`src/hdl/dcfr_pkg.sv`:
```
package dcfr_pkg;

    // Byte register offsets on the register port
    localparam int         REG_ADDR_W       = 4;
    localparam logic [3:0] OFS_COMP_A_HIGH  = 4'h0;
    localparam logic [3:0] OFS_COMP_A_LOW   = 4'h1;
    localparam logic [3:0] OFS_COMP_B_HIGH  = 4'h2;
    localparam logic [3:0] OFS_COMP_B_LOW   = 4'h3;
    localparam logic [3:0] OFS_TRACE_HIGH   = 4'h4;
    localparam logic [3:0] OFS_TRACE_LOW    = 4'h5;
    localparam logic [3:0] OFS_CONTROL      = 4'h6;
    localparam logic [3:0] OFS_FORCE_RESET  = 4'h7;

    // Control and force reset register field positions
    localparam int BIT_MODULE_ENABLE  = 7;
    localparam int BIT_CAPTURE_ARM    = 6;
    localparam int BIT_BREAK_TAG      = 5;
    localparam int BIT_BREAK_ENABLE   = 4;
    localparam int BIT_DIR_VALUE_A    = 3;
    localparam int BIT_DIR_QUALIFY_A  = 2;
    localparam int BIT_DIR_VALUE_B    = 1;
    localparam int BIT_DIR_QUALIFY_B  = 0;
    localparam int BIT_FORCE_RESET    = 0;

    // Values after reset and fixed read values
    localparam logic [7:0] COMP_RESET   = 8'h00;
    localparam logic [7:0] CTRL_RESET   = 8'h00;
    localparam logic [7:0] READ_ZERO    = 8'h00;
    localparam logic [15:0] WORD_RESET  = 16'h0000;

    // Trigger mode field codes
    localparam logic [3:0] TRG_A_ONLY       = 4'h0;
    localparam logic [3:0] TRG_A_OR_B       = 4'h1;
    localparam logic [3:0] TRG_A_THEN_B     = 4'h2;
    localparam logic [3:0] TRG_EVENT_B      = 4'h3;
    localparam logic [3:0] TRG_A_THEN_EVT_B = 4'h4;

    // Trace buffer shape
    localparam int TRACE_DEPTH_DOC = 8;
    localparam int TRACE_WORD_W    = 16;

    typedef enum logic [1:0] {
        ST_IDLE,
        ST_WAIT_A,
        ST_SEEK,
        ST_FILL
    } dcfr_state_t;

endpackage

```
`src/hdl/dcfr_top.sv`:
```
`timescale 1ns/10ps
// Function
// - Program writes to force reset ignored
// - Force reset register always reads zero
// - Debug write of bit 0 forces reset
// - Four comparator bytes clear on reset
// - Comparator bytes writable only while disarmed
// - Readout bytes read-only; high zero event-only
// - High read holds position; low advances
// - Event-only stores data bytes in low half
// - Low reads never advance while armed
// - Disarmed low read stores last opcode address
// - Eight deep; ninth read returns first
// - Enable bit refused while secure
// - Arm write sets flag; clears on completion
// - Bit 5 picks tag or force breaks
// - Break at trigger or buffer full
// - Event-only trigger codes break at buffer full, not trigger
// - Comparator A direction qualification bits
// - Comparator B direction qualification bits
// - Control register accessible at all times
// - Registers reachable by application programs
// - Codes 0011 and 0100 are event-only
module dcfr_top #(
    parameter int TRACE_DEPTH = dcfr_pkg::TRACE_DEPTH_DOC
) (
    input  wire logic        i_core_clk,
    input  wire logic        i_rstn,
    input  wire logic [3:0]  i_reg_addr,
    input  wire logic        i_reg_wr,
    input  wire logic        i_reg_rd,
    input  wire logic [7:0]  i_reg_wdata,
    input  wire logic        i_reg_bdm,
    output logic      [7:0]  o_reg_rdata,
    input  wire logic [15:0] i_cpu_addr,
    input  wire logic        i_cpu_rw,
    input  wire logic        i_cpu_valid,
    input  wire logic [7:0]  i_cpu_data,
    input  wire logic        i_opcode_fetch,
    input  wire logic        i_cof,
    input  wire logic        i_secure,
    input  wire logic [3:0]  i_trig_mode,
    input  wire logic        i_begin_trace,
    output logic             o_force_reset,
    output logic             o_break_req,
    output logic             o_break_tag,
    output logic             o_capture_active_flag,
    output logic             o_module_enable
);
    localparam int               CNT_W    = $clog2(TRACE_DEPTH + 1);
    localparam logic [CNT_W-1:0] CNT_LAST = CNT_W'(TRACE_DEPTH - 1);
    localparam logic [CNT_W-1:0] CNT_ONE  = CNT_W'(1);
    localparam logic [CNT_W-1:0] CNT_ZERO = CNT_W'(0);

    // A longer shift chain costs area for no debug gain
    if (TRACE_DEPTH < 2 || TRACE_DEPTH > 16) begin : g_bad_depth
        $error("TRACE_DEPTH must lie between 2 and 16");
    end

    function automatic logic hit(input logic [3:0] addr,
                                 input logic [3:0] ofs);
        hit = (addr == ofs);
    endfunction

    function automatic logic is_event_mode(input logic [3:0] mode);
        is_event_mode = (mode == dcfr_pkg::TRG_EVENT_B) ||
                        (mode == dcfr_pkg::TRG_A_THEN_EVT_B);
    endfunction

    function automatic logic is_a_then(input logic [3:0] mode);
        is_a_then = (mode == dcfr_pkg::TRG_A_THEN_B) ||
                    (mode == dcfr_pkg::TRG_A_THEN_EVT_B);
    endfunction

    // Reset release through two flops
    logic rst_sync1_reg;
    logic rst_sync2_reg;
    wire  rstn = rst_sync2_reg;

    always_ff @(posedge i_core_clk or negedge i_rstn) begin
        if (!i_rstn) begin
            rst_sync1_reg <= 1'b0;
            rst_sync2_reg <= 1'b0;
        end else begin
            rst_sync1_reg <= 1'b1;
            rst_sync2_reg <= rst_sync1_reg;
        end
    end

    logic [7:0]             comp_a_high_reg;
    logic [7:0]             comp_a_low_reg;
    logic [7:0]             comp_b_high_reg;
    logic [7:0]             comp_b_low_reg;
    logic [7:0]             control_reg;
    logic [7:0]             control_next;
    logic [15:0]            last_opcode_reg;
    logic [15:0]            trace_reg [TRACE_DEPTH];
    logic [CNT_W-1:0]       fill_cnt_reg;
    logic [CNT_W-1:0]       fill_cnt_next;
    logic                   force_reset_reg;
    logic                   break_req_reg;
    logic                   break_tag_reg;
    logic [7:0]             rdata_reg;
    dcfr_pkg::dcfr_state_t  state_reg;
    dcfr_pkg::dcfr_state_t  state_next;
    logic                   match_a;
    logic                   match_b;

    // Register port decode; program and debug host share it
    wire sel_ca_hi = hit(i_reg_addr, dcfr_pkg::OFS_COMP_A_HIGH);
    wire sel_ca_lo = hit(i_reg_addr, dcfr_pkg::OFS_COMP_A_LOW);
    wire sel_cb_hi = hit(i_reg_addr, dcfr_pkg::OFS_COMP_B_HIGH);
    wire sel_cb_lo = hit(i_reg_addr, dcfr_pkg::OFS_COMP_B_LOW);
    wire sel_tr_hi = hit(i_reg_addr, dcfr_pkg::OFS_TRACE_HIGH);
    wire sel_tr_lo = hit(i_reg_addr, dcfr_pkg::OFS_TRACE_LOW);
    wire sel_ctl   = hit(i_reg_addr, dcfr_pkg::OFS_CONTROL);
    wire sel_force = hit(i_reg_addr, dcfr_pkg::OFS_FORCE_RESET);

    wire armed      = control_reg[dcfr_pkg::BIT_CAPTURE_ARM];
    wire enabled    = control_reg[dcfr_pkg::BIT_MODULE_ENABLE];
    wire comp_wr_ok = !armed;

    wire wr_comp_any = i_reg_wr && (sel_ca_hi || sel_ca_lo ||
                                    sel_cb_hi || sel_cb_lo);
    wire wr_ca_hi    = i_reg_wr && sel_ca_hi && comp_wr_ok;
    wire wr_ca_lo    = i_reg_wr && sel_ca_lo && comp_wr_ok;
    wire wr_cb_hi    = i_reg_wr && sel_cb_hi && comp_wr_ok;
    wire wr_cb_lo    = i_reg_wr && sel_cb_lo && comp_wr_ok;
    wire wr_ctl      = i_reg_wr && sel_ctl;
    wire wr_force    = i_reg_wr && sel_force && i_reg_bdm;

    // Secure parts never get the module enabled
    wire en_grant  = i_reg_wdata[dcfr_pkg::BIT_MODULE_ENABLE] &&
                     !i_secure;
    wire arm_grant = i_reg_wdata[dcfr_pkg::BIT_CAPTURE_ARM] &&
                     en_grant;
    wire arm_start = wr_ctl && arm_grant;

    wire event_mode  = is_event_mode(i_trig_mode);
    wire a_then_mode = is_a_then(i_trig_mode);
    wire begin_mode  = i_begin_trace || event_mode;
    wire cpu_live    = i_cpu_valid && armed && enabled;
    wire cof_live    = i_cof && armed && enabled;

    wire [15:0] value_a = {comp_a_high_reg, comp_a_low_reg};
    wire [15:0] value_b = {comp_b_high_reg, comp_b_low_reg};

    dcfr_comparator i_dcfr_comparator_a (
        .i_value       (value_a),
        .i_cpu_addr    (i_cpu_addr),
        .i_cpu_rw      (i_cpu_rw),
        .i_cpu_valid   (cpu_live),
        .i_dir_qualify (control_reg[dcfr_pkg::BIT_DIR_QUALIFY_A]),
        .i_dir_value   (control_reg[dcfr_pkg::BIT_DIR_VALUE_A]),
        .o_match       (match_a)
    );

    dcfr_comparator i_dcfr_comparator_b (
        .i_value       (value_b),
        .i_cpu_addr    (i_cpu_addr),
        .i_cpu_rw      (i_cpu_rw),
        .i_cpu_valid   (cpu_live),
        .i_dir_qualify (control_reg[dcfr_pkg::BIT_DIR_QUALIFY_B]),
        .i_dir_value   (control_reg[dcfr_pkg::BIT_DIR_VALUE_B]),
        .o_match       (match_b)
    );

    // Range and data modes live outside this block and never trigger
    wire trig_hit =
        (i_trig_mode == dcfr_pkg::TRG_A_ONLY) ? match_a :
        (i_trig_mode == dcfr_pkg::TRG_A_OR_B) ? (match_a || match_b) :
        (i_trig_mode <= dcfr_pkg::TRG_A_THEN_EVT_B) ? match_b : 1'b0;

    wire in_seek = (state_reg == dcfr_pkg::ST_SEEK);
    wire in_fill = (state_reg == dcfr_pkg::ST_FILL);

    // End trace keeps the latest words, begin trace the first ones
    wire seek_store = in_seek && !begin_mode && cof_live;
    wire fill_evt   = event_mode ? match_b : cof_live;
    wire fill_store = (in_fill && fill_evt) ||
                      (in_seek && trig_hit && event_mode);
    wire end_done   = in_seek && trig_hit && !begin_mode;
    wire fill_done  = fill_store && (fill_cnt_reg == CNT_LAST);
    wire run_done   = end_done || fill_done;
    wire cap_store  = seek_store || fill_store;
    wire [15:0] cap_word = event_mode ? {8'h00, i_cpu_data} :
                                        i_cpu_addr;

    // A fetch in the read cycle counts as the most recent one
    wire        prof_fetch   = i_cpu_valid && i_opcode_fetch;
    wire [15:0] profile_word = prof_fetch ? i_cpu_addr : last_opcode_reg;
    wire        low_read     = i_reg_rd && sel_tr_lo;
    wire        prof_store   = low_read && !armed;
    wire        shift_en     = cap_store || prof_store;
    wire [15:0] shift_word   = cap_store ? cap_word : profile_word;

    // Timing hangs on run completion only; event trigger modes run to buffer full
    wire break_fire = control_reg[dcfr_pkg::BIT_BREAK_ENABLE] &&
                      run_done;

    // A new write wins over a run ending in the same cycle
    always_comb begin
        control_next = control_reg;
        if (run_done) begin
            control_next[dcfr_pkg::BIT_CAPTURE_ARM] = 1'b0;
        end
        if (wr_ctl) begin
            control_next = i_reg_wdata;
            control_next[dcfr_pkg::BIT_MODULE_ENABLE] = en_grant;
            control_next[dcfr_pkg::BIT_CAPTURE_ARM] = arm_grant;
        end
    end

    always_comb begin
        state_next    = state_reg;
        fill_cnt_next = fill_cnt_reg;
        case (state_reg)
            dcfr_pkg::ST_IDLE: begin
                state_next = dcfr_pkg::ST_IDLE;
            end
            dcfr_pkg::ST_WAIT_A: begin
                if (match_a) begin
                    state_next = dcfr_pkg::ST_SEEK;
                end
            end
            dcfr_pkg::ST_SEEK: begin
                if (trig_hit && begin_mode) begin
                    state_next = dcfr_pkg::ST_FILL;
                end else if (end_done) begin
                    state_next = dcfr_pkg::ST_IDLE;
                end
            end
            dcfr_pkg::ST_FILL: begin
                if (fill_done) begin
                    state_next = dcfr_pkg::ST_IDLE;
                end
            end
            default: begin
                state_next = dcfr_pkg::ST_IDLE;
            end
        endcase
        if (fill_store) begin
            fill_cnt_next = fill_cnt_reg + CNT_ONE;
        end
        if (fill_done || !armed) begin
            state_next = dcfr_pkg::ST_IDLE;
        end
        if (arm_start) begin
            state_next    = a_then_mode ? dcfr_pkg::ST_WAIT_A :
                                          dcfr_pkg::ST_SEEK;
            fill_cnt_next = CNT_ZERO;
        end
    end

    always_ff @(posedge i_core_clk or negedge rstn) begin
        if (!rstn) begin
            comp_a_high_reg <= dcfr_pkg::COMP_RESET;
            comp_a_low_reg  <= dcfr_pkg::COMP_RESET;
            comp_b_high_reg <= dcfr_pkg::COMP_RESET;
            comp_b_low_reg  <= dcfr_pkg::COMP_RESET;
        end else begin
            if (wr_ca_hi) begin
                comp_a_high_reg <= i_reg_wdata;
            end
            if (wr_ca_lo) begin
                comp_a_low_reg <= i_reg_wdata;
            end
            if (wr_cb_hi) begin
                comp_b_high_reg <= i_reg_wdata;
            end
            if (wr_cb_lo) begin
                comp_b_low_reg <= i_reg_wdata;
            end
        end
    end

    always_ff @(posedge i_core_clk or negedge rstn) begin
        if (!rstn) begin
            control_reg  <= dcfr_pkg::CTRL_RESET;
            state_reg    <= dcfr_pkg::ST_IDLE;
            fill_cnt_reg <= CNT_ZERO;
        end else begin
            control_reg  <= control_next;
            state_reg    <= state_next;
            fill_cnt_reg <= fill_cnt_next;
        end
    end

    // The request stays up until the system reset it causes
    always_ff @(posedge i_core_clk or negedge rstn) begin
        if (!rstn) begin
            force_reset_reg <= 1'b0;
        end else if (wr_force &&
                     i_reg_wdata[dcfr_pkg::BIT_FORCE_RESET]) begin
            force_reset_reg <= 1'b1;
        end
    end

    always_ff @(posedge i_core_clk or negedge rstn) begin
        if (!rstn) begin
            break_req_reg <= 1'b0;
            break_tag_reg <= 1'b0;
        end else begin
            break_req_reg <= break_fire;
            break_tag_reg <= break_fire &&
                             control_reg[dcfr_pkg::BIT_BREAK_TAG];
        end
    end

    always_ff @(posedge i_core_clk or negedge rstn) begin
        if (!rstn) begin
            last_opcode_reg <= dcfr_pkg::WORD_RESET;
        end else if (prof_fetch) begin
            last_opcode_reg <= i_cpu_addr;
        end
    end

    // Shift chain: head is read out, new words enter at the tail
    always_ff @(posedge i_core_clk or negedge rstn) begin
        if (!rstn) begin
            for (int i = 0; i < TRACE_DEPTH; i++) begin
                trace_reg[i] <= dcfr_pkg::WORD_RESET;
            end
        end else if (shift_en) begin
            for (int i = 0; i < TRACE_DEPTH - 1; i++) begin
                trace_reg[i] <= trace_reg[i + 1];
            end
            trace_reg[TRACE_DEPTH - 1] <= shift_word;
        end
    end

    wire [7:0] head_high = event_mode ? dcfr_pkg::READ_ZERO :
                                        trace_reg[0][15:8];
    wire [7:0] head_low  = trace_reg[0][7:0];

    // Force reset and unused offsets read as zero
    wire [7:0] read_mux =
        sel_ca_hi ? comp_a_high_reg :
        sel_ca_lo ? comp_a_low_reg  :
        sel_cb_hi ? comp_b_high_reg :
        sel_cb_lo ? comp_b_low_reg  :
        sel_tr_hi ? head_high       :
        sel_tr_lo ? head_low        :
        sel_ctl   ? control_reg     :
        dcfr_pkg::READ_ZERO;

    always_ff @(posedge i_core_clk or negedge rstn) begin
        if (!rstn) begin
            rdata_reg <= dcfr_pkg::READ_ZERO;
        end else if (i_reg_rd) begin
            rdata_reg <= read_mux;
        end
    end

    assign o_reg_rdata           = rdata_reg;
    assign o_force_reset         = force_reset_reg;
    assign o_break_req           = break_req_reg;
    assign o_break_tag           = break_tag_reg;
    assign o_capture_active_flag = armed;
    assign o_module_enable       = enabled;
endmodule

```
`src/hdl/dcfr_comparator.sv`:
```
`timescale 1ns/10ps
module dcfr_comparator (
    input  wire logic [15:0] i_value,
    input  wire logic [15:0] i_cpu_addr,
    input  wire logic        i_cpu_rw,
    input  wire logic        i_cpu_valid,
    input  wire logic        i_dir_qualify,
    input  wire logic        i_dir_value,
    output logic             o_match
);
    // Direction is ignored unless qualification is on
    wire dir_ok = !i_dir_qualify || (i_cpu_rw == i_dir_value);
    assign o_match = i_cpu_valid && (i_cpu_addr == i_value) && dir_ok;
endmodule

```
`config.mk`:
```
export PLATFORM = sky130hd
export DESIGN_NAME = dcfr_top
export DESIGN_NICKNAME = d
export VERILOG_FILES = /design/src/hdl/dcfr_pkg.sv /design/src/hdl/dcfr_top.sv /design/src/hdl/dcfr_comparator.sv
export SDC_FILE = /design/constraint.sdc
export NUM_CORES = 1
export LEC_CHECK = 0
export ABC_AREA = 1
export BUFFER_PORTS_ARGS = -buffer_cell sky130_fd_sc_hd__buf_2
export CORE_ASPECT_RATIO = 1.25
export CORE_MARGIN = 2
export CORE_UTILIZATION = 60
export DETAILED_ROUTE_END_ITERATION = 7
export PLACE_DENSITY = 0.89
export SLEW_MARGIN = 40
export SYNTH_ARGS = -nofsm -noshare
export SYNTH_HDL_FRONTEND = slang
export SYNTH_SLANG_ARGS = --single-unit
```
`constraint.sdc`:
```
create_clock -name i_core_clk -period 7.3 [get_ports i_core_clk]
set_input_delay 0.365 -clock i_core_clk [delete_from_list [all_inputs] [get_ports i_core_clk]]
set_output_delay 0.365 -clock i_core_clk [all_outputs]
set_load 0.02 [all_outputs]
```
; After elaboration in Yosys (flattened, before gate mapping)
; Index checks and enable logic that the tools add are counted.
[op_classes]
add_sub_neg = 1
multipliers = 0
div = 0
order_cmp = 1
n_eq_ne = 22
shift = 0
muxes = 27
bitwise_logic = 0
n_reduce_logical = 58
[ops]
columns = operator, count
row1 = two-way mux 8 bit, 8
row2 = two-way mux 16 bit, 3
row3 = logical AND 1 bit, 36
row4 = equality test 16 bit, 2
row5 = equality test 4 x 3 -> 1 bit (second input constant), 6
row6 = equality test 4 x 2 -> 1 bit (second input constant), 4
row7 = two-way mux 2 bit, 7
row8 = logical OR 1 bit, 11
row9 = equality test 4 x 1 -> 1 bit (second input constant), 2
row10 = zero test 4 bit, 2
row11 = two-way mux 4 bit, 2
row12 = one-hot mux 2 bit (4 select lines), 1
row13 = two-way mux 7 bit, 1
row14 = zero test 1 bit, 5
row15 = two-way mux 1 bit, 5
row16 = inequality test 5 x 2 -> 1 bit (second input constant), 1
row17 = adder 4 x 1 -> 4 bit (second input constant), 1
row18 = equality test 2 bit (second input constant), 2
row19 = <= comparator 4 x 3 -> 1 bit (second input constant), 1
row20 = inequality test 4 x 2 -> 1 bit (second input constant), 1
row21 = inequality test 4 bit (second input constant), 1
row22 = nonzero test 2 bit, 2
row23 = AND reduction 3 bit, 1
row24 = equality test 1 bit, 2
row25 = other kinds (2), 2
[word_totals]
regBits = 203
latchBits = 0
ram_bits = 0
romBits = 0
inputBits = 51
n_memories = 0

; Depth between registers and ports, before layout
[logic_depth]
word_depth = 15
ltp_mapped = 19

; By module
; Synthesis repeated with hierarchy kept, for this count alone.
[hier_totals]
hier_cells = 1104
hier_area_um2 = 9395.3
[modules_own_cells]
columns = mod, n_inst, cells_each, area_each_um2
row1 = dcfr_top, 1, 986, 8854.7
row2 = dcfr_comparator, 2, 59, 270.3

; Worst setup path after synthesis
; OpenSTA, ideal clock, no wires.
[synth_path]
kind = register to register
start = register control_reg[6]
end = register trace_reg[63] (netlist name)
setup_ns = 0.130
arrival_time_ns = 1.902
t_required_ns = 7.170
path_slack_ns = 5.267
path_stages_with_launch = 17
synth_period_minus_slack_ns = 2.033
path_cell_list = dfrtp_1 buf_4 nand3_1 nor2_1 nand2_1 nor2_1 nand4_1 nand2_2 nand2_2 nand2_4 nand2_4 nand2_4 nor2_4 buf_4 buf_2 nand2_1 o21ai_1
[synth_via]
elab_chain_len = 12
word_cells_on_any_way = 22
classes_between = mux: 4 / reduce/logical: 18
[synth_rtl]
columns = element, line_no
row1 = from (decl), dcfr_top.sv:94  ; logic [7:0] control_reg;
row2 = from (signal assigned), dcfr_top.sv:279  ; control_reg <= dcfr_pkg::CTRL_RESET;
row3 = from (signal assigned), dcfr_top.sv:283  ; control_reg <= control_next;
row4 = logical AND 1 bit (2 in series), dcfr_top.sv:142  ; wire cpu_live = i_cpu_valid && armed && enabled;
row5 = logical AND 1 bit (2 in series), dcfr_comparator.sv:13  ; assign o_match = i_cpu_valid && (i_cpu_addr == i_value) && dir_ok;
row6 = two-way mux 1 bit / logical OR 1 bit (equally long branches), "dcfr_top.sv:172, dcfr_top.sv:171"
row7 = two-way mux 1 bit, dcfr_top.sv:171  ; (i_trig_mode == dcfr_pkg::TRG_A_OR_B) ? (match_a || match_b) :
row8 = two-way mux 1 bit, dcfr_top.sv:170  ; (i_trig_mode == dcfr_pkg::TRG_A_ONLY) ? match_a :
row9 = logical AND 1 bit (2 in series), dcfr_top.sv:181  ; (in_seek && trig_hit && event_mode);
row10 = logical OR 1 bit, dcfr_top.sv:180  ; wire fill_store = (in_fill && fill_evt) ||
row11 = logical OR 1 bit, dcfr_top.sv:185  ; wire cap_store = seek_store || fill_store;
row12 = logical OR 1 bit (*), dcfr_top.sv:194  ; wire shift_en = cap_store || prof_store;
row13 = "to (signal, indexed assignment)", dcfr_top.sv:322  ; trace_reg[i] <= dcfr_pkg::WORD_RESET;
row14 = "to (signal, indexed assignment)", dcfr_top.sv:326  ; trace_reg[i] <= trace_reg[i + 1];
row15 = "to (signal, indexed assignment)", dcfr_top.sv:328  ; trace_reg[TRACE_DEPTH - 1] <= shift_word;
row16 = to (decl), dcfr_top.sv:97  ; logic [15:0] trace_reg [TRACE_DEPTH];
; Every way passes the cells marked *; elsewhere a longest branch is shown, timed or not.
; A chain may end at the register's enable or synchronous reset.

; Worst setup path after layout
[layout_path]
start = register control_reg[6]
end = register trace_reg[29] (netlist name)
; The elaborated chain is that of the path after synthesis.

==> impl_metrics.tcl <==
set metrics [dict create \
    status "finished clean" \
    grt_pass1_vias 7676 \
    portBuffers 63 \
    die_w_um 116 \
    cp_slowest_stage_delay_ns 0.62 \
    ioPinCount 64 \
    die_h_um 144 \
    cts_root_buf "clkbuf_16" \
    syn_area_per_cell_um2 8.51 \
    syn-num-nets 1165 \
    worstPathMaxFanout 59 \
    area_delta_synth_final_pct 12.1 \
    cts_resized 0 \
    fin_crit_ns 3.52 \
    clock_path_buffers 3 \
    syn_inst 1110 \
    p_switching_w 0.000928 \
    num_rows 51 \
    coreArea_um2 15500 \
    die_area_um2 16800 \
    switching_share_pct 29.4 \
    fin_cells 1386 \
    critical_path_class "reg2reg" \
    final_area_um2 10600 \
    yosysUniqueCellTypes 42 \
    drtPass1Iterations 8 \
    slew_viol_final 0 \
    p_comb_share_pct 15.9 \
    worstPathRequired_ns 7.66 \
    pwr-share-seq_pct 48.8 \
    clkPwrFrac_pct 35.2 \
    finalWirelength_um 24100 \
    finalSetupTns_ns 0 \
    drive_gt1_share_pct 17.5 \
    wire_per_inst_um 17.4 \
    antenna_found_initial 0 \
    final_cell_mix "nand2_1 (336), dfrtp_1 (202), inv_1 (120), o21ai_0 (84), buf_2 (63)" \
    hold_violations 0 \
    seqCellArea_um2 5080 \
    path_cells "nand2_1, nor2_4, nand3_1, nor2_1, nand2_1, nor2_2, nand3_2, nand2_2, nand2_2, nand2_4, nand2_4, nand2_4, nor2_4, inv_4, buf_4, buf_12, o21ai_1" \
    gp_congestion 0.986 \
    grt_overflow 0 \
    synth-seq-area-share_pct 53.8 \
    ys_seq_elements 203 \
    vias_per_cell 5.55 \
    crit_path_frequent_cell "nand2_4" \
    cts_tree "built" \
    cts_htree_levels 1 \
    nFillCells 1162 \
    startpoint_type "register" \
    initial_core_util_pct 60.9 \
    drt_iter0_markers 633 \
    clk-insertion-delay-late_ns 0.50 \
    grt_max_degree 156 \
    finClkSkew_ns 0.0113 \
    worstSetupEndpointType "register" \
    cp_num_buf_inv 3 \
    n_antenna_cell 0 \
    finalSetupViolations 0 \
    grt.total_usage_pct 30.2 \
    ys_warn_count 0 \
    dpl_cell_area_um2 9810 \
    cts.clk_slew.worst_paths_ns 0.06 \
    internal_power_w 0.00223 \
    nets 1215 \
    max_freq_mhz 284 \
    min_period_over_period_pct 48.3 \
    power.density_nw_per_um2 299 \
    cts_made_buffers 20 \
    syn_area_um2 9440 \
    place_inst 1347 \
    clkSinkCount 203 \
    via_count 7698 \
    total_leakage_power_nw 5.26 \
    power_w 0.00316 \
    max_cap_violations 0 \
    dp_hpwl_um 16700 \
    multi_input_area_um2 3600 \
    layout_commonest_cell "nand2_1" \
    maxSlewHeadroom_pct 46.0 \
    ant_nets 0 \
    rsz0062_at_grt "false" \
    cp_top_family "simple AND/OR/NAND/NOR gates" \
    cts_setup_buffers 0 \
    drc 0 \
    largest_reg_flops 120 \
    worstHoldPathType "in2reg" \
    max-vdd-ir-drop_mv 0.205 \
    cpMaxStageDelayCell "dfrtp_1" \
    hold_slack_ns 0.108 \
    tightestPinTransition_ns 0.811 \
    arrival_ns 3.89 \
    grt_pass1_wl_um 38500 \
]
[synth_stat cells (all sizes together)]
cell     number  share of area [%]
clkinv        1              0.040
nand3b        1              0.080
nor3          5               0.26
o21ai       181                 11
xnor2         6               0.56
a21oi        22                1.2
o22ai         6               0.40
xor2          7               0.65
a221oi        2               0.19
o221ai        4               0.37
clkbuf       14               0.56
nand3        37                2.1
nor3b         2               0.16
nand4         6               0.40
nor2         51                2.2
nor4          1              0.066
buf          28                2.3
mux2          1               0.12
a22oi         8               0.64
a31o          1              0.093
inv         130                5.2
o31ai         1              0.080
o21a          1              0.080
o2111ai       3               0.28
or2           1              0.066
conb          1              0.040
and2          1              0.066
dfrtp       203                 54
ha            4               0.53
nand2b        1              0.066
nand2       380                 16
[final timing paths]
check / slack [ns] / to / cells past startpoint / from
min: 0.11 / control_reg[5] / 3 / i_reg_wdata[5]
max reg2reg: 3.78 / trace_reg[29] / 17 / control_reg[6]
max in group asynchronous: 5.71 / trace_reg[88] / 2 / rst_sync2_reg
min reg2reg: 0.34 / rst_sync2_reg / 0 / rst_sync1_reg
max: 3.78 / trace_reg[29] / 17 / control_reg[6]
min in group asynchronous: 0.18 / rst_sync2_reg / 2 / i_rstn
[timing repair]
action	in CTS	in global routing
hold buffers	1	0
endpoints found under the setup margin	0	0
endpoints found under the hold margin	2	0
[routing by layer]
layer	up-vias	track usage [%]	share of wire (%)
met2	314	52.3	51
li1	3647	-	-
met3	117	4.69	6.0
met5	-	0	0
met1	3620	35.6	36
met4	0	17.2	6.9
[stage by stage]
step | setup WS (ns) | util, %
global route | 3.51 | 68.3
CTS | 3.57 | 67.9
global placement | 3.69 | 63.2
finish | 3.78 | 68.3
floorplan | 1.22 | -
detailed placement | 3.52 | 63.2
[power groups by stage]
stage	sequential, W	clock (W)	combinational, W
after floorplan	0.00152	0	0.000349
after global placement	0.00154	0	0.000470
after detailed placement	0.00155	0	0.000490
after CTS	0.00154	0.00112	0.000503
after global routing	0.00157	0.00117	0.000575
final	0.00154	0.00111	0.000503
[area by class of cell]
class	instances	area share, %
clock buffer	26	5.52
clock inverter	10	1.29
inverter	131	4.67
multi-input combinational	734	34.0
sequential	203	48.0
tap	212	2.51
timing repair buffer	70	3.96
[kinds of logic (layout without fill, tap and decap cells)]
| group | count (synthesis) | count (layout) | synth area share (%) |
|---|---|---|---|
| other | 1 | 1 | 0.0397 |
| and+or+nand+nor | 486 | 486 | 21.8 |
| muxes | 1 | 1 | 0.119 |
| xor gates and xnor gates | 13 | 13 | 1.21 |
| adders and majority gates | 4 | 4 | 0.530 |
| buffers and inverters | 173 | 237 | 8.08 |
| AOI/OAI and AO/OA | 229 | 229 | 14.4 |
| DFF | 203 | 203 | 53.8 |
[worst register-to-register path, stage by stage, from the launching register on]
cell and delay [ns]:
dfrtp_1 0.62, nand2_1 0.16, nor2_4 0.13, nand3_1 0.08, nor2_1 0.09, nand2_1 0.06
nor2_2 0.11, nand3_2 0.09, nand2_2 0.10, nand2_2 0.07, nand2_4 0.08, nand2_4 0.12
nand2_4 0.22, nor2_4 0.08, inv_4 0.53, buf_4 0.43, buf_12 0.30, o21ai_1 0.12
(Power assumes the default switching activity.)
